==> config.mk <==
export PLATFORM = sky130hd
export DESIGN_NAME = sclh_line
export DESIGN_NICKNAME = d
export VERILOG_FILES = /design/src/hdl/sclh_txq.v /design/src/hdl/sclh_sync.v /design/src/hdl/sclh_line.v
export VERILOG_INCLUDE_DIRS = /design/src /design/src/hdl
export SDC_FILE = /design/constraint.sdc
export NUM_CORES = 1
export LEC_CHECK = 0
export BUFFER_PORTS_ARGS = -buffer_cell sky130_fd_sc_hd__buf_2
export CORE_UTILIZATION = 40
export CTS_CLUSTER_SIZE = 28
export DETAILED_ROUTE_END_ITERATION = 12
export PLACE_DENSITY = 0.53
export SLEW_MARGIN = 20
export SYNTH_ARGS = -nofsm -noshare
export SYNTH_HDL_FRONTEND = slang
export SYNTH_HIERARCHICAL = 1
export SYNTH_SLANG_ARGS = --single-unit
==> constraint.sdc <==
create_clock -name ref_clk -period 2.9 [get_ports ref_clk]
set_clock_uncertainty 0.05 [all_clocks]
set_input_delay 0.29 -clock ref_clk [delete_from_list [all_inputs] [get_ports ref_clk]]
set_output_delay 0.29 -clock ref_clk [all_outputs]
set_load 0.01 [all_outputs]
==> src/hdl/sclh_map.vh <==
`ifndef SCLH_MAP_VH
`define SCLH_MAP_VH
// Character codes
`define SCLH_CH_BS 8'h08
`define SCLH_CH_LF 8'h0a
`define SCLH_CH_CR 8'h0d
`define SCLH_CH_XON 8'h11
`define SCLH_CH_XOFF 8'h13
`define SCLH_CH_NAK 8'h15
`define SCLH_CH_CAN 8'h18
`define SCLH_CH_ESC 8'h1b
`define SCLH_CH_SP 8'h20
`define SCLH_CH_BANG 8'h21
`define SCLH_CH_GT 8'h3e
`define SCLH_CTRL_TOP 8'h1f
// Error code posted on queue trouble, two's complement of -400
`define SCLH_ERR_QUE 16'hfe70
// Register offsets
`define SCLH_REG_CTRL 4'h0
`define SCLH_REG_BAUD 4'h1
`define SCLH_REG_STAT 4'h2
`define SCLH_REG_LINE 4'h3
// Control register field positions
`define SCLH_CTRL_ECHO 0
`define SCLH_CTRL_PACE 1
`define SCLH_CTRL_PROMPT 2
`define SCLH_CTRL_REMOTE 3
`define SCLH_CTRL_READY 4
// Reset values
`define SCLH_CTRL_RST 4'h2
`define SCLH_BAUD_LO 16'd9600
`define SCLH_BAUD_HI 16'd19200
// Sizes
`define SCLH_LINE_MAX 8'd127
`define SCLH_TXQ_DEPTH 16
`define SCLH_TXQ_AW 4
`endif

==> src/hdl/sclh_txq.v <==
`timescale 1ns/10ps
`default_nettype none
// Transmit character queue; overflow drops the byte and pulses ovf.
module sclh_txq #(
	parameter W = 8,
	parameter AW = 4
) (
	input wire ref_clk, // clock
	input wire sys_rst, // sync reset
	input wire flush, // empty the queue
	input wire wr, // push strobe
	input wire [W-1:0] wdata, // pushed byte
	input wire rd, // pop strobe
	output wire [W-1:0] rdata, // head byte
	output wire empty, // no data
	output wire full, // no room
	output reg ovf // push lost
);
	reg [W-1:0] mem [0:(1<<AW)-1];
	reg [AW:0] wp_q;
	reg [AW:0] rp_q;
	assign empty = (wp_q == rp_q);
	assign full = (wp_q[AW] != rp_q[AW]) && (wp_q[AW-1:0] == rp_q[AW-1:0]);
	assign rdata = mem[rp_q[AW-1:0]];
	always @(posedge ref_clk) begin
		if (wr && !full)
			mem[wp_q[AW-1:0]] <= wdata;
	end
	always @(posedge ref_clk) begin
		if (sys_rst || flush) begin
			wp_q <= {(AW+1){1'b0}};
			rp_q <= {(AW+1){1'b0}};
			ovf <= 1'b0;
		end else begin
			ovf <= wr && full;
			if (wr && !full)
				wp_q <= wp_q + 1'b1;
			if (rd && !empty)
				rp_q <= rp_q + 1'b1;
		end
	end
endmodule
`default_nettype wire

==> src/hdl/sclh_sync.v <==
`timescale 1ns/10ps
`default_nettype none
// Two-stage synchroniser for a pin level
module sclh_sync (
	input wire ref_clk, // clock
	input wire sys_rst, // sync reset
	input wire pin, // asynchronous level
	output reg sync_q // synchronised level
);
	reg meta_q;
	always @(posedge ref_clk) begin
		if (sys_rst) begin
			meta_q <= 1'b0;
			sync_q <= 1'b0;
		end else begin
			meta_q <= pin;
			sync_q <= meta_q;
		end
	end
endmodule
`default_nettype wire

==> src/hdl/sclh_line.v <==
// Strobed register access and the register offsets were chosen for this implementation.
`timescale 1ns/10ps
`default_nettype none
`include "sclh_map.vh"
//////////////////////////////////////////////////////////////////////////////
// Operation
// - Of control codes 00-1f only CR, LF, BS, ESC, XON, XOFF, CAN act.
// - Backspace removes the last buffered character, never a terminator.
// - CR or LF ends the line and hands it to the parser.
// - After the parser finishes a line, send CR LF.
// - ESC empties the input buffer and answers CR LF.
// - With pacing on, XON resumes and XOFF halts transmission.
// - CAN resets receive and transmit pointers and both queues.
// - XOFF halt posts queue error -400.
// - XON after halt drains pending data, then sends an exclamation mark.
// - Echo BS as BS SP BS; echo only first of CR LF or LF CR.
// - With pacing, terminator answers XOFF CR with echo, else XOFF.
// - Echo mode returns every received byte from 20 up, plus BS and terminators; ESC clears the line.
// - Lost echo through overflow sends NAK and posts -400.
// - With prompt on, send CR LF > when ready for the next command.
// - Baud rate comes up 9600 or 19200 per power-up switch; writable later.
// - Echo enable is immediate; disable waits for next terminator; reset keeps it.
// - With pacing and prompt both off, echo is forced on.
// - Prompt plus echo: echo every character and prompt when ready.
// - Output-changing commands run only in remote mode.
module sclh_line #(
	parameter LINE_MAX = 127,
	parameter AW = `SCLH_TXQ_AW
) (
	input wire ref_clk, // 125 MHz clock
	input wire sys_rst, // sync reset, active high
	input wire power_up_baud_switch, // strap pin
	input wire rx_valid, // received byte strobe
	input wire [7:0] rx_data, // received byte
	input wire tx_ready, // UART can take a byte
	output reg tx_valid, // byte to UART strobe
	output reg [7:0] tx_data, // byte to UART
	output reg line_valid, // line complete pulse
	output reg [7:0] line_len, // characters in line
	input wire [6:0] line_raddr, // parser read address
	output reg [7:0] line_rdata, // parser read data
	input wire parse_done, // parser dispatched line
	input wire cmd_output, // parser command changes output
	output reg cmd_allow, // output command may run
	output reg err_valid, // post to error queue
	output reg [15:0] err_code, // posted code
	output reg [15:0] baud_rate, // current baud rate
	input wire [3:0] reg_addr, // register address
	input wire [7:0] reg_wdata, // write data
	input wire reg_wr, // write strobe
	input wire reg_rd, // read strobe
	output reg [15:0] reg_rdata // read data, next cycle
);
	// Sequencer states
	localparam S_IDLE = 3'd0;
	localparam S_BS2 = 3'd1;
	localparam S_BS3 = 3'd2;
	localparam S_CR = 3'd3;
	localparam S_LF = 3'd4;
	localparam S_GT = 3'd5;
	localparam S_WAIT = 3'd6;
	localparam S_ECR = 3'd7;

	function is_term;
		input [7:0] c;
		begin
			is_term = (c == `SCLH_CH_CR) || (c == `SCLH_CH_LF);
		end
	endfunction

	wire strap_s;
	reg [7:0] buf_q [0:LINE_MAX-1];
	reg [7:0] cnt_q;
	reg echo_q, pace_q, prompt_q, remote_q, echo_off_pend_q;
	reg halted_q, bang_pend_q, last_term_q;
	reg [7:0] last_q;
	reg [2:0] st_q;
	reg [1:0] tail_q;
	reg [1:0] strap_wait_q;
	reg push;
	reg [7:0] push_d;
	reg flush;
	wire [7:0] q_head;
	wire q_empty, q_full, q_ovf;
	wire is_ctrl = rx_data <= `SCLH_CTRL_TOP;
	wire echo_eff = echo_q || (!pace_q && !prompt_q);
	wire pop = tx_valid && tx_ready;
	wire can_rx = rx_valid && rx_data == `SCLH_CH_CAN;
	// Second terminator of a CR LF or LF CR pair
	wire pair_2nd = is_term(rx_data) && last_term_q && last_q != rx_data;

	sclh_sync u_strap (
		.ref_clk(ref_clk),
		.sys_rst(sys_rst),
		.pin(power_up_baud_switch),
		.sync_q(strap_s)
	);

	sclh_txq #(.W(8), .AW(AW)) u_txq (
		.ref_clk(ref_clk),
		.sys_rst(sys_rst),
		.flush(flush),
		.wr(push),
		.wdata(push_d),
		.rd(pop),
		.rdata(q_head),
		.empty(q_empty),
		.full(q_full),
		.ovf(q_ovf)
	);

	//////////////////////////////////////////////////////////////////////////////
	// Output byte chooser: one push per cycle, sequencer has priority
	// over direct echo since echo bytes arrive far slower than the clock.
	always @* begin
		push = 1'b0;
		push_d = 8'h00;
		flush = can_rx;
		case (st_q)
		S_BS2: begin
			push = 1'b1;
			push_d = `SCLH_CH_SP;
		end
		S_BS3: begin
			push = 1'b1;
			push_d = `SCLH_CH_BS;
		end
		S_CR: begin
			push = 1'b1;
			push_d = `SCLH_CH_CR;
		end
		S_LF: begin
			push = 1'b1;
			push_d = `SCLH_CH_LF;
		end
		S_ECR: begin
			push = 1'b1;
			push_d = `SCLH_CH_CR;
		end
		S_GT: begin
			push = 1'b1;
			push_d = `SCLH_CH_GT;
		end
		default: begin
			if (q_ovf && echo_eff) begin
				push = 1'b1;
				push_d = `SCLH_CH_NAK;
			end else if (rx_valid && !can_rx) begin
				if (!is_ctrl && echo_eff) begin
					push = 1'b1;
					push_d = rx_data;
				end else if (rx_data == `SCLH_CH_BS && echo_eff) begin
					push = 1'b1;
					push_d = `SCLH_CH_BS;
				end else if (is_term(rx_data) && pace_q && !pair_2nd) begin
					push = 1'b1;
					push_d = `SCLH_CH_XOFF;
				end else if (is_term(rx_data) && echo_eff &&
					!(last_term_q && last_q != rx_data)) begin
					push = 1'b1;
					push_d = rx_data;
				end
			end
		end
		endcase
	end

	//////////////////////////////////////////////////////////////////////////////
	// Receive side, line buffer and sequencer
	always @(posedge ref_clk) begin
		if (rx_valid && !is_ctrl && cnt_q < LINE_MAX)
			buf_q[cnt_q[6:0]] <= rx_data;
		line_rdata <= buf_q[line_raddr];
	end

	always @(posedge ref_clk) begin
		if (sys_rst) begin
			cnt_q <= 8'h00;
			st_q <= S_IDLE;
			tail_q <= 2'd0;
			line_valid <= 1'b0;
			line_len <= 8'h00;
			last_q <= 8'h00;
			last_term_q <= 1'b0;
			err_valid <= 1'b0;
			err_code <= 16'h0000;
		end else begin
			line_valid <= 1'b0;
			err_valid <= 1'b0;
			err_code <= `SCLH_ERR_QUE;
			if (q_ovf)
				err_valid <= 1'b1;
			case (st_q)
			S_BS2: st_q <= S_BS3;
			S_BS3: st_q <= S_IDLE;
			S_CR: st_q <= S_LF;
			S_LF: st_q <= (tail_q == 2'd1 && prompt_q) ? S_GT : S_IDLE;
			S_GT: st_q <= S_IDLE;
			S_ECR: st_q <= S_WAIT;
			S_WAIT: begin
				if (parse_done) begin
					st_q <= S_CR;
					tail_q <= 2'd1;
				end
			end
			default: st_q <= S_IDLE;
			endcase
			if (rx_valid) begin
				last_q <= rx_data;
				last_term_q <= is_term(rx_data) && !(last_term_q && last_q != rx_data);
				if (can_rx) begin
					cnt_q <= 8'h00;
					st_q <= S_IDLE;
				end else if (!is_ctrl) begin
					if (cnt_q < LINE_MAX)
						cnt_q <= cnt_q + 8'd1;
				end else if (rx_data == `SCLH_CH_BS) begin
					// Terminators are never buffered, so any held byte may go
					if (cnt_q != 8'h00)
						cnt_q <= cnt_q - 8'd1;
					if (echo_eff)
						st_q <= S_BS2;
				end else if (rx_data == `SCLH_CH_ESC) begin
					cnt_q <= 8'h00;
					st_q <= S_CR;
					tail_q <= 2'd0;
				end else if (is_term(rx_data)) begin
					// Second half of a CR LF pair carries no line of its own
					if (!(last_term_q && last_q != rx_data)) begin
						line_valid <= 1'b1;
						line_len <= cnt_q;
						cnt_q <= 8'h00;
						st_q <= (pace_q && echo_eff) ? S_ECR : S_WAIT;
					end
				end
				// Other control codes fall through untouched
			end
			if (halted_q == 1'b0 && rx_valid && rx_data == `SCLH_CH_XOFF && pace_q) begin
				err_valid <= 1'b1;
			end
		end
	end

	//////////////////////////////////////////////////////////////////////////////
	// Transmit pacing
	always @(posedge ref_clk) begin
		if (sys_rst) begin
			halted_q <= 1'b0;
			bang_pend_q <= 1'b0;
			tx_valid <= 1'b0;
			tx_data <= 8'h00;
		end else begin
			if (rx_valid && pace_q && rx_data == `SCLH_CH_XOFF)
				halted_q <= 1'b1;
			else if (rx_valid && pace_q && rx_data == `SCLH_CH_XON) begin
				halted_q <= 1'b0;
				if (halted_q)
					bang_pend_q <= 1'b1;
			end
			if (!pace_q)
				halted_q <= 1'b0;
			if (can_rx)
				bang_pend_q <= 1'b0;
			if (pop) begin
				tx_valid <= 1'b0;
			end else if (!tx_valid && !halted_q && !can_rx) begin
				if (!q_empty) begin
					tx_valid <= 1'b1;
					tx_data <= q_head;
				end else if (bang_pend_q) begin
					tx_valid <= 1'b1;
					tx_data <= `SCLH_CH_BANG;
					bang_pend_q <= 1'b0;
				end
			end
		end
	end
	// Head is popped when the byte is handed over, so tx_data holds a copy.

	//////////////////////////////////////////////////////////////////////////////
	// Configuration registers; sys_rst models power-up, not the reset command
	always @(posedge ref_clk) begin
		if (sys_rst) begin
			echo_q <= 1'b0;
			pace_q <= 1'b1;
			prompt_q <= 1'b0;
			remote_q <= 1'b0;
			echo_off_pend_q <= 1'b0;
			baud_rate <= `SCLH_BAUD_LO;
			strap_wait_q <= 2'd0;
			cmd_allow <= 1'b0;
			reg_rdata <= 16'h0000;
		end else begin
			cmd_allow <= cmd_output && remote_q;
			// Synchroniser is cleared by reset, so wait until it has refilled
			if (strap_wait_q != 2'd3)
				strap_wait_q <= strap_wait_q + 2'd1;
			if (strap_wait_q == 2'd2)
				baud_rate <= strap_s ? `SCLH_BAUD_HI : `SCLH_BAUD_LO;
			if (rx_valid && is_term(rx_data) && echo_off_pend_q) begin
				echo_q <= 1'b0;
				echo_off_pend_q <= 1'b0;
			end
			if (reg_wr) begin
				case (reg_addr)
				`SCLH_REG_CTRL: begin
					pace_q <= reg_wdata[`SCLH_CTRL_PACE];
					prompt_q <= reg_wdata[`SCLH_CTRL_PROMPT];
					remote_q <= reg_wdata[`SCLH_CTRL_REMOTE];
					if (reg_wdata[`SCLH_CTRL_ECHO]) begin
						echo_q <= 1'b1;
						echo_off_pend_q <= 1'b0;
					end else if (echo_q)
						echo_off_pend_q <= 1'b1;
				end
				`SCLH_REG_BAUD: baud_rate <= reg_wdata[0] ? `SCLH_BAUD_HI : `SCLH_BAUD_LO;
				default: begin
				end
				endcase
			end
			reg_rdata <= 16'h0000;
			if (reg_rd) begin
				case (reg_addr)
				`SCLH_REG_CTRL: reg_rdata <= {11'h000, echo_off_pend_q, remote_q,
					prompt_q, pace_q, echo_eff};
				`SCLH_REG_BAUD: reg_rdata <= baud_rate;
				`SCLH_REG_STAT: reg_rdata <= {12'h000, bang_pend_q, q_full, q_empty, halted_q};
				`SCLH_REG_LINE: reg_rdata <= {8'h00, cnt_q};
				default: reg_rdata <= 16'h0000;
				endcase
			end
		end
	end
endmodule
`default_nettype wire

Word-level counts from Yosys, hierarchy flattened
Memory sizes are Yosys's and may differ from the RTL's. A register that Yosys moved wholly into a read port is not among the register bits.
Index checks and enable logic that the tools add are counted.
{ "op_classes": {"add_sub_neg": 5, "n_lt_le_gt_ge": 2, "n_eq_ne": 28, "mux": 80, "bitwise": 11, "reduce_logical": 62} }
{ "op_table": {"columns": ["op", "count"], "rows": [
  ["$mux 8", 16],
  ["$mux 16", 4],
  ["$pmux 16 s4", 1],
  ["$pmux 8 s5", 1],
  ["$mux 1", 36],
  ["$logic_and 1x1->1", 34],
  ["$eq 8x5->1 const B", 4],
  ["$mux 15", 2],
  ["$mux 3", 10],
  ["$eq 8x4->1 const B", 3],
  ["$pmux 3 s5", 1],
  ["$mux 2", 7],
  ["$eq 3x3->1 const B", 4],
  ["$not 1->1", 11],
  ["$add 5x1->5 const B", 2],
  ["$logic_not 1->1", 10],
  ["$add 8x1->8 const B", 1],
  ["$eq 4x2->1 const B", 2],
  ["$le 8x5->1 const B", 1],
  ["$lt 8x7->1 const B", 1],
  ["$mux 4", 2],
  ["$ne 8x8->1", 1],
  ["$reduce_bool 8->1", 1],
  ["$reduce_or 2->1", 4],
  ["24 further kinds", 29]
]} }
{ "totals": {"reg_bits": 112, "ram_bits": 1144, "input_bits": 36, "word_cells": 217, "mem_count": 2} }
{ "mem_list": {"columns": ["name", "depth", "word_bits", "rd", "rd_ports_with_merged_regs", "wr", "line", "source"], "rows": [
  ["buf_q", 127, 8, 1, 1, 1, "sclh_line.v:72", "reg [7:0] buf_q [0:LINE_MAX-1];"],
  ["u_txq.mem", 16, 8, 1, 1, 1, "sclh_txq.v:19", "reg [W-1:0] mem [0:(1<<AW)-1];"]
]} }

Logic depth before layout (Yosys ltp)
Gate-level depths: netlist (run 1).
{ "depth": {"depth_word": 15, "depth_mapped": 12, "mapped_depth_nobuf": 11} }

Modules after synthesis
The synthesis (run 1) kept the hierarchy.
{ "modules_own_cells": {"columns": ["mod", "n_inst", "cells_per_inst", "area_per_inst_um2", "seq_area_each_um2"], "rows": [
  ["sclh_line", 1, 2317, 43764.5, 32351.0],
  ["sclh_txq", 1, 287, 5860.6, 4144.0],
  ["sclh_sync", 1, 4, 52.6, 40.0]
]} }

Worst setup path before layout (run 1)
No wires, ideal clock.
{ "synth_path": {"kind": "input -> register", "start": "input rx_data[1]", "end": "memory u_txq.mem[0][1], data pin", "setup_time_ns": 0.392, "arrival_ns": 2.503, "required_time_ns": 2.458, "slack_ns": -0.045, "stages": 7, "cell_sequence": "buf_2 -> xor2_1 -> nor4_1 -> a21boi_1 -> nor3_2 -> nor2_1 -> o41ai_1"} }
{ "synth_via": {"elab_chain_cells": 12, "word_cells_on_any_way": 29, "classes_between": "order compare: 1; eq/ne: 5; mux: 7; reduce/logical: 16"} }
{ "synth_rtl": {"columns": ["element", "line", "source"], "rows": [
  ["start, declared", "sclh_line.v:34", "input wire [7:0] rx_data,"],
  ["$eq 8x4->1 (no source line)", null, null],
  ["$logic_or 1x1->1", "sclh_line.v:67", "is_term = (c == `SCLH_CH_CR) || (c == `SCLH_CH_LF);"],
  ["$logic_and 1x1->1 (2 in a row)", "sclh_line.v:90", "wire pair_2nd = is_term(rx_data) && last_term_q && last_q != rx_data;"],
  ["$logic_not 1->1", "sclh_line.v:155", "end else if (is_term(rx_data) && pace_q && !pair_2nd) begin"],
  ["$logic_and 1x1->1", "sclh_line.v:155", null],
  ["$mux 8", "sclh_line.v:155", null],
  ["$mux 8", "sclh_line.v:152", "end else if (rx_data == `SCLH_CH_BS && echo_eff) begin"],
  ["$mux 8", "sclh_line.v:149", "if (!is_ctrl && echo_eff) begin"],
  ["$mux 8 *", "sclh_line.v:148", "end else if (rx_valid && !can_rx) begin"],
  ["$mux 8 *", "sclh_line.v:145", "if (q_ovf && echo_eff) begin"],
  ["$pmux 8 s5 *", "sclh_line.v:119", "case (st_q)"],
  ["net push_d[1]", "sclh_line.v:81", "reg [7:0] push_d;"],
  ["end, declared", "sclh_txq.v:19", null]
]} }
The timed path passes the listed nets; every way through them passes the cells marked *.

Final worst setup path (run 1)
{ "layout_path": {"start": "input rx_data[7]", "end": "memory u_txq.mem[6][7], enable pin"} }
{ "layout_via": {"elab_chain_cells": 15, "word_cells_on_any_way": 32, "classes_between": "order compare: 1; eq/ne: 5; mux: 9; reduce/logical: 17"} }
{ "layout_rtl": {"columns": ["element", "line", "source"], "rows": [
  ["$eq 8x4->1 (no source line)", null, null],
  ["$logic_or 1x1->1", "sclh_line.v:67", null],
  ["$logic_and 1x1->1 (2 in a row)", "sclh_line.v:90", null],
  ["$logic_not 1->1", "sclh_line.v:155", null],
  ["$logic_and 1x1->1", "sclh_line.v:155", null],
  ["$mux 1", "sclh_line.v:155", null],
  ["$mux 1", "sclh_line.v:152", null],
  ["$mux 1", "sclh_line.v:149", null],
  ["$mux 1 *", "sclh_line.v:148", null],
  ["$mux 1 *", "sclh_line.v:145", null],
  ["$mux 1 *", "sclh_line.v:119", null],
  ["net push", "sclh_line.v:80", "reg push;"],
  ["$logic_and 1x1->1 *", "sclh_txq.v:26", "if (wr && !full)"],
  ["$mux 1 *", "sclh_txq.v:26", null],
  ["$mux 1 (not written as such) *", "sclh_txq.v:27", "mem[wp_q[AW-1:0]] <= wdata;"]
]} }
Marked as above.

==> results of run 1 <==
-- cells in the final DEF, fill, tap and decap left out, drive strengths merged, types with 6 or more instances in the layout --
| cell | Yosys | final |
|---|---|---|
| xor2 | 11 | 11 |
| a31oi | 13 | 13 |
| inv | 29 | 36 |
| and4 | 6 | 6 |
| a311o | 7 | 7 |
| nand2b | 13 | 13 |
| o22ai | 8 | 8 |
| bufinv | 0 | 7 |
| clkinvlp | 0 | 6 |
| and3 | 19 | 19 |
| nor3 | 17 | 17 |
| buf | 90 | 438 |
| nor4 | 7 | 7 |
| nor2b | 16 | 16 |
| nor2 | 205 | 205 |
| and2 | 30 | 30 |
| edfxtp | 1144 | 1144 |
| o211ai | 9 | 9 |
| mux2 | 25 | 25 |
| nand3 | 17 | 17 |
| nand2 | 87 | 87 |
| dlygate4sd3 | 0 | 26 |
| dfxtp | 109 | 109 |
| ha | 10 | 10 |
| nand4 | 11 | 11 |
| mux4 | 290 | 290 |
| or3 | 13 | 13 |
| nand3b | 6 | 6 |
| clkinv | 1 | 47 |
| clkbuf | 73 | 181 |
| a221oi | 27 | 27 |
| mux2i | 104 | 104 |
| a22oi | 13 | 13 |
| o21ai | 56 | 56 |
| a21oi | 62 | 62 |
| o221ai | 12 | 12 |
| conb | 1 | 6 |
-- state kept, by name, summed over array words and instances (netlist names), 2 cells and up, named ones only --
| name | cells |
|---|---|
| tail_q | 2 |
| strap_wait_q | 2 |
| u_txq/wp_q | 5 |
| u_txq/rp_q | 5 |
| reg_rdata | 16 |
| last_q | 8 |
| buf_q | 1016 |
| baud_rate | 16 |
| line_rdata | 8 |
| st_q | 3 |
| cnt_q | 8 |
| line_len | 8 |
| tx_data | 8 |
| u_txq/mem | 128 |
-- final timing paths --
path,startpoint,end,slack [ns],depth (start not counted)
setup / recovery,rx_data[7],u_txq/mem[6][7],0.18,13
hold / removal,rx_data[4],last_q[4],0.04,4
setup reg to reg,last_q[6],u_txq/mem[6][7],0.19,13
hold reg to reg,baud_rate[8],baud_rate[8],0.41,1
-- logic make-up (layout without fill, tap and decap cells) --
logic type                 Yosys count  count (layout)  share of synthesized area
AOI/OAI and AO/OA                  249             249                     0.0339
xor gates and xnor gates            16              16                    0.00282
adders and majority gates           10              10                    0.00252
buffers and inverters              193             741                     0.0204
DFF                               1253            1253                      0.735
muxes                              419             419                      0.160
other                                1               8                  0.0000755
and+or+nand+nor                    467             467                     0.0449
-- layout make-up --
cell class	count	share of cell area
multi-input combinational	1167	0.207
clock buffer	181	0.0642
inverter	30	0.00191
antenna	2	0.0000849
sequential	1253	0.620
clock inverter	66	0.00953
tap	1625	0.0345
timing repair buffer	464	0.0635
-- through the flow --
stage / std cells / TNS, ns / hold slack [ns] / setup slack [ns]
after floorplan: 2613 / 0 / 0.312 / 0.116
after global placement: 4511 / -15.25 / 0.374 / -0.149
after detailed placement: 4511 / -0.548 / 0.399 / -0.0739
after CTS: 4784 / 0 / 0.00261 / 0.112
after global routing: 4786 / 0 / 0.0371 / 0.0157
final: 4788 / 0 / 0.0414 / 0.185
-- layer usage --
| metal | track usage | vias up | share of wire |
|---|---|---|---|
| met1 | 0.275 | 13800 | 0.43 |
| met5 | 0 | - | 0 |
| li1 | - | 11500 | - |
| met2 | 0.329 | 822 | 0.49 |
| met4 | 0.0567 | 0 | 0.022 |
| met3 | 0.0339 | 168 | 0.057 |
-- report_power, final --
part / switching (µW) / internal [µW] / total [µW] / leakage (µW)
combinational: 1270 / 842 / 2120 / 0.00648
sequential: 81.0 / 19700 / 19800 / 0.0112
clock: 6950 / 9810 / 16800 / 0.00212
-- tightest hold or removal path: cells and delay by family --
kind	cells	cell delay (ns)
mux	1	0.10
buf+inv	2	0.32
simple gates	1	0.08
-- repair_timing --
action	4_1_cts	5_1_grt
hold buffers	26	0
endpoints found under the setup margin	0	121
hold endpoints to repair	54	0
gates resized for setup	0	5
==> summary.txt, run 1 <==
Final layout
  • Fin util: 0.481
  • Reg area: 36500 µm²
  • Nets: 3096
  • Post-route cell area: 59000 µm²
  • Multi-input gate area: 12200 µm²
  • FILL cells: 10.1k
  • Layout cell share with drive strength beyond 1: 0.298
  • Area Overhead vs Synth: 18.7%

Critical path
  • Worst path top cell family by delay: buffers and inverters
  • Critical Path End Type: flop
  • Cell mode on critical path: buf_4
  • Slowest cell on the critical path: dlygate4sd3_1
  • Buffer and inverter count on the worst path: 6
  • CP Cell Sequence: dlygate4sd3_1, buf_4, buf_4, or3_1, nor3_2, o21ai_0, a21oi_2, or2_2, inv_1, a21oi_2, buf_12, and4b_1, buf_4
  • Crit-path max FO: 16
  • CP arrival: 3.12 ns
  • Setup CP Type: primary input to flop
  • CP startpoint kind: primary input
  • CP max stage delay: 0.57 ns
  • CP Data Required Time: 3.30 ns

Power
  • Worst ir drop on vdd: 0.000520 V
  • Total Power: 38700 µW
  • P_leak: 0.0198 µW
  • Pwr dens: 656 nW/µm²

Global routing
  • Antenna violations before repair: 2
  • Vias in the first global route: 27.1k
  • First-pass GRT wire length: 184000 µm
  • Final global-route overflow total: 0
  • Pin count of the biggest net entering global routing: 102
  • Total GRT Usage: 0.200

Floorplanning
  • Core area: 123000 µm²
  • Die Footprint: 126000 µm²
  • Core Rows: 128
  • Die H: 354 µm
  • Die width: 354 µm
  • Initial Utilization: 0.405
  • IO Pins: 112

Synth
  • Synth area leader: edfxtp_1
  • Leading register cell type out of synthesis: edfxtp_1
  • Post-Syn Area: 49700 µm²
  • Yosys top cell area share: 0.692
  • FFs w/ async S/R, synth: 0
  • Post-Syn Instances: 2608
  • Yosys warns: 6
  • Register area share after synthesis: 0.735
  • Mapped Avg Cell Area: 19.0 µm²
  • Main area contributors after synthesis: edfxtp_1 (69%), mux4_2 (12%), dfxtp_1 (4.4%), mux2i_1 (2.1%), nor2_1 (1.5%)
  • FF+latch count, synth: 1253
  • Commonest cells in the netlist: edfxtp_1 (1144), mux4_2 (266), nor2_1 (205)
  • Synth cell types: 73
  • EDFF count, synth: 1144
  • Top-count cell post-synth: edfxtp_1

Timing
  • Worst slew margin: 0.277
  • Period utilization: 0.936
  • Final Max Tran Viols: 0
  • Min Clock Period, post-route: 2.72 ns
  • Unrepaired setup endpoints after global routing: false
  • Setup violations, final: 0
  • Final hold violation count: 0
  • Max Freq: 0.368 GHz
  • Worst Max-Slew Pin Slew: 1.08 ns

Routing
  • Via Count: 26.3k
  • DR vias/cell: 5.48
  • Initial DRC count: 2428
  • Final ANT Viol Nets: 0
  • Routed WL: 124000 µm
  • First-pass DRT Iterations: 7
  • Wirelength per Cell: 26.0 µm
  • # DRC: 0

Run status
  • Status: finished, final reports clean

Worst hold path
  • Hold Crit Class: primary input to flop

Clock network
  • CTS sink cnt: 1253
  • Clock slew at reported path FFs: 0.06 ns
  • Skew-Pair Late Insertion Delay: 0.76 ns
  • Htree depth: 4
  • CTS buffer count: 134
  • Root buf cell: clkbuf_16
  • CTS tree: built
  • Post-CTS Setup Bufs: 0
  • CTS max path bufs: 3

Place
  • Dpl cell area: 54300 µm²
  • IO buf count: 101
  • Routability Congestion: 0.837
  • Hpwl dp: 80200 µm

Run
  • MaxCap Viol Count: 0
(Power assumes the default switching activity.)
==> run 2, diff against run 1 <==
Settings changed: RECOVER_POWER from default to 25.
==> run 2 against run 1 <==
Against the previous run: the run now ends with capacitance limit, slew limit left; first-iteration DRC count rose by 1.1%; combinational power barely moved; non-clock buffer count did not move; cell count did not move.
==> summary.txt, run 2 (synthesized netlist as in run 1, its figures left out) <==
Clock network
  • CTS max path bufs: 3 (unchanged)
  • Clock slew at reported path FFs: 0.06 ns (about the same)
  • CTS tree: built (unchanged)
  • CTS sink cnt: 1253 (unchanged)
  • CTS buffer count: 134 (unchanged)
  • Root buf cell: clkbuf_16 (unchanged)
  • Skew-Pair Late Insertion Delay: 0.75 ns (was 0.76 ns)
  • Htree depth: 4 (unchanged)

Run status
  • Violated checks: capacitance limit, slew limit
  • Status: finished, violations left (was finished, final reports clean)

Routing
  • DR vias/cell: 5.48 (about the same)
  • # DRC: 0 (unchanged)
  • Initial DRC count: 2454 (was 2428)
  • Final ANT Viol Nets: 0 (unchanged)
  • Via Count: 26.2k (was 26.3k)
  • Routed WL: 124000 µm (about the same)
  • Wirelength per Cell: 26.0 µm (about the same)
  • First-pass DRT Iterations: 6 (was 7)

Timing
  • Worst slew margin: -0.452 (was 0.277)
  • Min Clock Period, post-route: 2.71 ns (was 2.72 ns)
  • Setup TNS: 0 ns (unchanged)
  • Worst Max-Slew Pin Slew: 2.18 ns (was 1.08 ns)
  • Final hold violation count: 0 (unchanged)
  • Period utilization: 0.934 (was 0.936)
  • Unrepaired setup endpoints after global routing: false (unchanged)
  • Final Max Tran Viols: 255 (was 0)
  • Final hold slack: 0.0697 ns (was 0.0414 ns)
  • Max Freq: 0.369 GHz (was 0.368 GHz)
  • Setup violations, final: 0 (unchanged)

Global routing
  • First-pass GRT wire length: 184000 µm (unchanged)
  • Vias in the first global route: 27.1k (unchanged)
  • Pin count of the biggest net entering global routing: 102 (unchanged)
  • Final global-route overflow total: 0 (unchanged)
  • Total GRT Usage: 0.200 (unchanged)
  • Antenna violations before repair: 3 (was 2)

Final layout
  • Nets: 3096 (unchanged)
  • Max FFs per register: 1016 (unchanged)
  • Area Overhead vs Synth: 18.6% (was 18.7%)
  • Commonest non-fill, non-tap cell in the layout: edfxtp_1 (unchanged)
  • FILL cells: 10.1k (about the same)
  • Layout cell share with drive strength beyond 1: 0.294 (was 0.298)
  • Most frequent cells in the layout: edfxtp_1 (1144), buf_4 (297), mux4_2 (266) (was edfxtp_1 (1144), buf_4 (313), mux4_2 (266))

Critical path
  • Worst Reg-to-Reg Cells: 13 (unchanged)
  • Worst R2R Start: last_q[6] (unchanged)
  • CP Cell Sequence: dlygate4sd3_1, buf_2, nor2_1, nand2_1, nor3_1, mux2i_1, dlygate4sd3_1, nand2_1, dlygate4sd3_1 (was dlygate4sd3_1, buf_4, buf_4, or3_1, nor3_2, o21ai_0, a21oi_2, or2_2, inv_1, a21oi_2, buf_12, and4b_1, buf_4)
  • Slowest cell on the critical path: nor3_1 (was dlygate4sd3_1)
  • Critical Path Source: reg_addr[2] (was rx_data[7])
  • CP max stage delay: 0.63 ns (was 0.57 ns)
  • Cell mode on critical path: dlygate4sd3_1 (was buf_4)
  • Reg2reg end: u_txq/mem[5][7] (was u_txq/mem[6][7])
  • CP arrival: 3.30 ns (was 3.12 ns)
  • Reg-to-reg slack, setup: 0.19 ns (about the same)
  • CP Data Required Time: 3.49 ns (was 3.30 ns)
  • CP startpoint kind: primary input (unchanged)
  • Crit-path max FO: 5 (was 16)
  • Critical Path End Type: flop (unchanged)
  • Setup CP Type: primary input to flop (unchanged)

Floorplanning
  • Die Footprint: 126000 µm² (unchanged)
  • Die width: 354 µm (unchanged)
  • Die H: 354 µm (unchanged)
  • Core area: 123000 µm² (unchanged)
  • IO Pins: 112 (unchanged)
  • Initial Utilization: 0.405 (unchanged)
  • Core Rows: 128 (unchanged)

Run
  • MaxCap Viol Count: 4 (was 0)

Place
  • Hpwl dp: 80200 µm (unchanged)
  • Routability Congestion: 0.837 (unchanged)
  • IO buf count: 101 (unchanged)

Worst hold path
  • Hold EP: st_q[1] (was last_q[4])
  • Hold path depth: 4 (unchanged)
  • Hold Path Origin: rx_valid (was rx_data[4])
  • Hold Crit Class: primary input to flop (unchanged)

Power
  • Worst ir drop on vdd: 0.000523 V (was 0.000520 V)
  • P_leak: 0.0197 µW (was 0.0198 µW)
  • Pwr dens: 657 nW/µm² (was 656 nW/µm²)
run 2: changes by cell type in the layout (fill, tap and decap cells not counted):
cell	before	now
buf_6	3	2
clkbuf_2	1	4
clkbuf_4	1	2
clkbuf_1	29	42
buf_4	313	297
run 2: how the worst max path moves through the flow:
stage / end / slack (ns) / cells past startpoint
floorplan: u_txq/mem[11][0] / 0.12 / 12
global placement: u_txq/mem[12][3] / -0.15 / 15
detailed placement: line_rdata[1] / -0.07 / 10
CTS: u_txq/mem[12][3] / 0.11 / 14
global route: u_txq/mem[12][3] / 0.02 / 13
finish: pace_q / 0.19 / 9
run 2: repair_timing:
| action | 4_1_cts | 5_1_grt |
|---|---|---|
| resized for setup | 0 | 5 |
| hold endpoints to repair | 54 | 0 |
| setup buffers | 0 | 0 |
| setup endpoints to repair | 0 | 121 |
| hold buffers | 26 | 0 |
run 2: layout make-up:
cell class              count  area [µm²]  share of cell area
repair buffers            464        3690              0.0626
diodes                      2        5.00           0.0000850
well taps                1625        2030              0.0345
flip-flops and latches   1253       36500               0.620
inverters                  30         113             0.00191
clock inverters            66         562             0.00954
clock buffers             181        3780              0.0642
multi-input cells        1167       12200               0.207
run 2: metrics by stage:
stage / cell area (µm²) / power, µW / utilization / instances / setup slack (ns)
2_1_floorplan: 49700 / 21300 / - / 2613 / 0.116
3_3_place_gp: 54300 / 22300 / 0.443 / 4511 / -0.149
3_5_place_dp: 54300 / 22300 / 0.443 / 4511 / -0.0739
4_1_cts: 58900 / 39100 / 0.481 / 4784 / 0.112
5_1_grt: 58900 / 39900 / 0.481 / 4787 / 0.0154
6_report: 58900 / 38700 / 0.481 / 4788 / 0.190
run 2: power by group:
part,leakage (µW),internal (µW),switching [µW]
registers,0.0112,19800,81.3
clock network,0.00212,9810,6960
logic,0.00642,831,1270
run 2: worst max-delay path: cells and delay by family:
kind,cells,cell delay [ns]
AND/OR/NAND/NOR,4,0.96
multiplexers,1,0.26
buffers and inverters,4,1.80
run 2: layer usage:
layer  GRT usage  vias up  part of all wire
li1            -    11500                 -
met1       0.275    13700              0.43
met2       0.329      788              0.49
met3      0.0339      180             0.055
met4      0.0567        0             0.023
met5           0        -                 0
==> run 3, diff against run 2 <==
Settings changed: SYNTH_HIERARCHICAL 1 to default.
==> run 3 against run 2 <==
Against the previous run: the flow still finishes with violations (capacitance limit, slew limit); area after synthesis down 1.2%; synthesized cell count grew 0.58%; setup slack got worse by 0.072 ns; core utilization down 0.39 points; clock power hardly changed; first-iteration DRC count rose by 9.5%; sequential power about the same; critical path type unchanged; critical endpoint is now u_txq.mem[14][4]; highest routed layer unchanged.
==> summary.txt, run 3 <==
Run status
  • Status: finished, violations left (unchanged)
  • Violated checks: capacitance limit, slew limit (unchanged)

Synth
  • Yosys warns: 0 (was 6)
  • Synth area leader: edfxtp_1 (unchanged)
  • FFs w/ async S/R, synth: 0 (unchanged)
  • Leading register cell type out of synthesis: edfxtp_1 (unchanged)
  • FF+latch count, synth: 1253 (unchanged)
  • Main area contributors after synthesis: edfxtp_1 (70%), mux4_2 (13%), dfxtp_1 (4.4%), mux2i_1 (1.7%), nor2_1 (1.6%) (was edfxtp_1 (69%), mux4_2 (12%), dfxtp_1 (4.4%), mux2i_1 (2.1%), nor2_1 (1.5%))
  • Synth cell types: 71 (was 73)
  • Yosys top cell area share: 0.700 (was 0.692)
  • Register area share after synthesis: 0.744 (was 0.735)
  • Post-Syn Instances: 2623 (was 2608)
  • Mapped Avg Cell Area: 18.7 µm² (was 19.0 µm²)
  • Commonest cells in the netlist: edfxtp_1 (1144), mux4_2 (278), nor2_1 (206) (was edfxtp_1 (1144), mux4_2 (266), nor2_1 (205))
  • Post-Syn Area: 49100 µm² (was 49700 µm²)
  • EDFF count, synth: 1144 (unchanged)
  • Top-count cell post-synth: edfxtp_1 (unchanged)

Place
  • Hpwl dp: 79400 µm (was 80200 µm)
  • IO buf count: 101 (unchanged)
  • Routability Congestion: 0.818 (was 0.837)

Power
  • P_leak: 0.0194 µW (was 0.0197 µW)
  • Worst ir drop on vdd: 0.000590 V (was 0.000523 V)
  • Pwr dens: 665 nW/µm² (was 657 nW/µm²)
  • Total Power: 38600 µW (was 38700 µW)

Timing
  • Final hold violation count: 0 (unchanged)
  • Max Freq: 0.359 GHz (was 0.369 GHz)
  • Setup violations, final: 0 (unchanged)
  • Period utilization: 0.959 (was 0.934)
  • Worst Max-Slew Pin Slew: 1.83 ns (was 2.18 ns)
  • Worst slew margin: -0.222 (was -0.452)
  • Final Max Tran Viols: 72 (was 255)
  • Min Clock Period, post-route: 2.78 ns (was 2.71 ns)
  • Setup TNS: 0 ns (unchanged)
  • Final hold slack: 0.162 ns (was 0.0697 ns)
  • Unrepaired setup endpoints after global routing: false (unchanged)

Final layout
  • Area Overhead vs Synth: 18.3% (was 18.6%)
  • Most frequent cells in the layout: edfxtp_1 (1144), buf_4 (285), mux4_2 (278) (was edfxtp_1 (1144), buf_4 (297), mux4_2 (266))
  • Nets: 3089 (was 3096)
  • Commonest non-fill, non-tap cell in the layout: edfxtp_1 (unchanged)
  • Layout cell share with drive strength beyond 1: 0.278 (was 0.294)
  • FILL cells: 10.2k (was 10.1k)
  • Max FFs per register: 1016 (unchanged)

Routing
  • First-pass DRT Iterations: 5 (was 6)
  • # DRC: 0 (unchanged)
  • Final ANT Viol Nets: 0 (unchanged)
  • Wirelength per Cell: 26.1 µm (was 26.0 µm)
  • Via Count: 26.2k (about the same)
  • Initial DRC count: 2686 (was 2454)
  • Routed WL: 125000 µm (was 124000 µm)
  • DR vias/cell: 5.48 (about the same)

Clock network
  • Skew-Pair Late Insertion Delay: 0.74 ns (was 0.75 ns)
  • Root buf cell: clkbuf_16 (unchanged)
  • Clock slew at reported path FFs: 0.06 ns (about the same)
  • Post-CTS Setup Bufs: 0 (unchanged)
  • CTS sink cnt: 1253 (unchanged)
  • CTS max path bufs: 3 (unchanged)
  • CTS tree: built (unchanged)
  • CTS buffer count: 134 (unchanged)
  • Htree depth: 4 (unchanged)

Critical path
  • Worst path top cell family by delay: buffers and inverters (unchanged)
  • CP arrival: 3.30 ns (about the same)
  • Crit-path max FO: 16 (was 5)
  • Slowest cell on the critical path: dlygate4sd3_1 (was nor3_1)
  • Reg-to-reg slack, setup: 0.37 ns (was 0.19 ns)
  • Stages on the worst setup path: 11 (was 9)
  • Buffer and inverter count on the worst path: 5 (was 4)
  • CP Data Required Time: 3.42 ns (was 3.49 ns)
  • Setup CP Type: primary input to flop (unchanged)
  • Worst R2R Start: st_q[1] (was last_q[6])
  • Reg2reg end: u_txq.mem[13][5] (was u_txq/mem[5][7])
  • CP Cell Sequence: dlygate4sd3_1, buf_4, buf_4, and3b_1, o211ai_1, buf_4, or3_1, o22ai_1, o21ai_0, a21oi_1, buf_4 (was dlygate4sd3_1, buf_2, nor2_1, nand2_1, nor3_1, mux2i_1, dlygate4sd3_1, nand2_1, dlygate4sd3_1)
  • Cell mode on critical path: buf_4 (was dlygate4sd3_1)
  • CP startpoint kind: primary input (unchanged)
  • Worst Reg-to-Reg Cells: 4 (was 13)
  • Critical Path End Type: flop (unchanged)
  • CP max stage delay: 0.70 ns (was 0.63 ns)

Worst hold path
  • Hold Path Origin: reg_wr (was rx_valid)
  • Hold EP: baud_rate[11] (was st_q[1])
  • Hold Crit Class: primary input to flop (unchanged)
  • Hold path depth: 5 (was 4)

Global routing
  • Antenna violations before repair: 7 (was 3)
  • First-pass GRT wire length: 184000 µm (about the same)
  • Vias in the first global route: 26.9k (was 27.1k)
  • Total GRT Usage: 0.202 (was 0.200)
  • Final global-route overflow total: 0 (unchanged)
  • Pin count of the biggest net entering global routing: 94 (was 102)

Floorplanning
  • IO Pins: 112 (unchanged)
  • Core Rows: 128 (unchanged)
  • Initial Utilization: 0.403 (was 0.405)
  • Die H: 352 µm (was 354 µm)
  • Die Footprint: 124000 µm² (was 126000 µm²)
  • Core area: 122000 µm² (was 123000 µm²)
  • Die width: 352 µm (was 354 µm)

Run
  • MaxCap Viol Count: 2 (was 4)
[run 3: changes by cell type after synthesis, moves of 24 or more]
cell / before / now
o21ai_0: 55 / 30
a22oi_1: 13 / 37
o22ai_1: 8 / 45
mux4_1: 24 / 0
nand2_1: 87 / 112
a21oi_1: 59 / 32
[run 3: stage by stage]
stage,setup WS (ns),instance area (µm²),std cells,util
after floorplan,-0.0173,49100,2628,-
after global placement,-0.221,53500,4506,0.439
after detailed placement,-0.291,53500,4506,0.439
after CTS,0.0641,58100,4770,0.477
after global routing,0.0151,58000,4772,0.477
final,0.118,58100,4777,0.477
[run 3: worst reg2reg max path, stage by stage (launching register included)]
cell and delay, ns:
dfxtp_1 0.61, nand2_1 0.18, a221oi_1 0.37, nor3b_1 0.35, a21o_1 0.65
[run 3: cell type report]
class	count	area [µm²]	share of cell area
clock buffers	169	3640	0.0628
multi-input cells	1176	11700	0.201
repair buffers	439	3330	0.0573
diodes	5	12.5	0.000216
well taps	1625	2030	0.0350
flip-flops and latches	1253	36500	0.629
clock inverters	71	689	0.0119
inverters	39	146	0.00252
[run 3: worst max-delay path by stage]
stage / slack (ns) / endpoint / startpoint
final: 0.12 / u_txq.mem[14][4] / rx_data[2]
after global routing: 0.02 / buf_q[24][4] / rx_data[5]
after CTS: 0.06 / buf_q[57][2] / rx_data[5]
after detailed placement: -0.29 / u_txq.mem[11][4] / rx_data[7]
after global placement: -0.22 / u_txq.mem[14][4] / rx_data[7]
after floorplan: -0.02 / u_txq.mem[0][0] / rx_data[3]
[run 3: logic make-up (layout without fill, tap and decap cells)]
kind of cell,after synthesis,after routing,share of synthesized area
AO/OA/AOI/OAI,249,249,0.0346
AND/OR/NAND/NOR,525,525,0.0503
XOR/XNOR,22,22,0.00393
buffers and inverters,199,718,0.0190
multiplexers,364,364,0.145
other,1,11,0.0000764
flip-flops,1253,1253,0.744
adder cells (fa/ha/maj),10,10,0.00255
[run 3: layer usage]
layer | vias to the layer above | wire length (µm) | GRT usage
li1 | 11400 | - | -
met1 | 13800 | 54400 | 0.286
met2 | 770 | 61700 | 0.329
met3 | 161 | 6370 | 0.0301
met4 | 0 | 2430 | 0.0509
met5 | - | 0 | 0
[run 3: report_power, final]
part | internal [µW] | switching, µW | leakage [µW]
registers | 19800 | 75.5 | 0.0112
logic | 692 | 1180 | 0.00605
clock network | 9960 | 6950 | 0.00210
total | 30400 | 8210 | 0.0194
[run 3: repair_timing]
| action | CTS | global route |
|---|---|---|
| gates resized for setup | 0 | 3 |
| setup endpoints to repair | 0 | 56 |
| hold buffers | 24 | 0 |
| endpoints found under the hold margin | 55 | 0 |
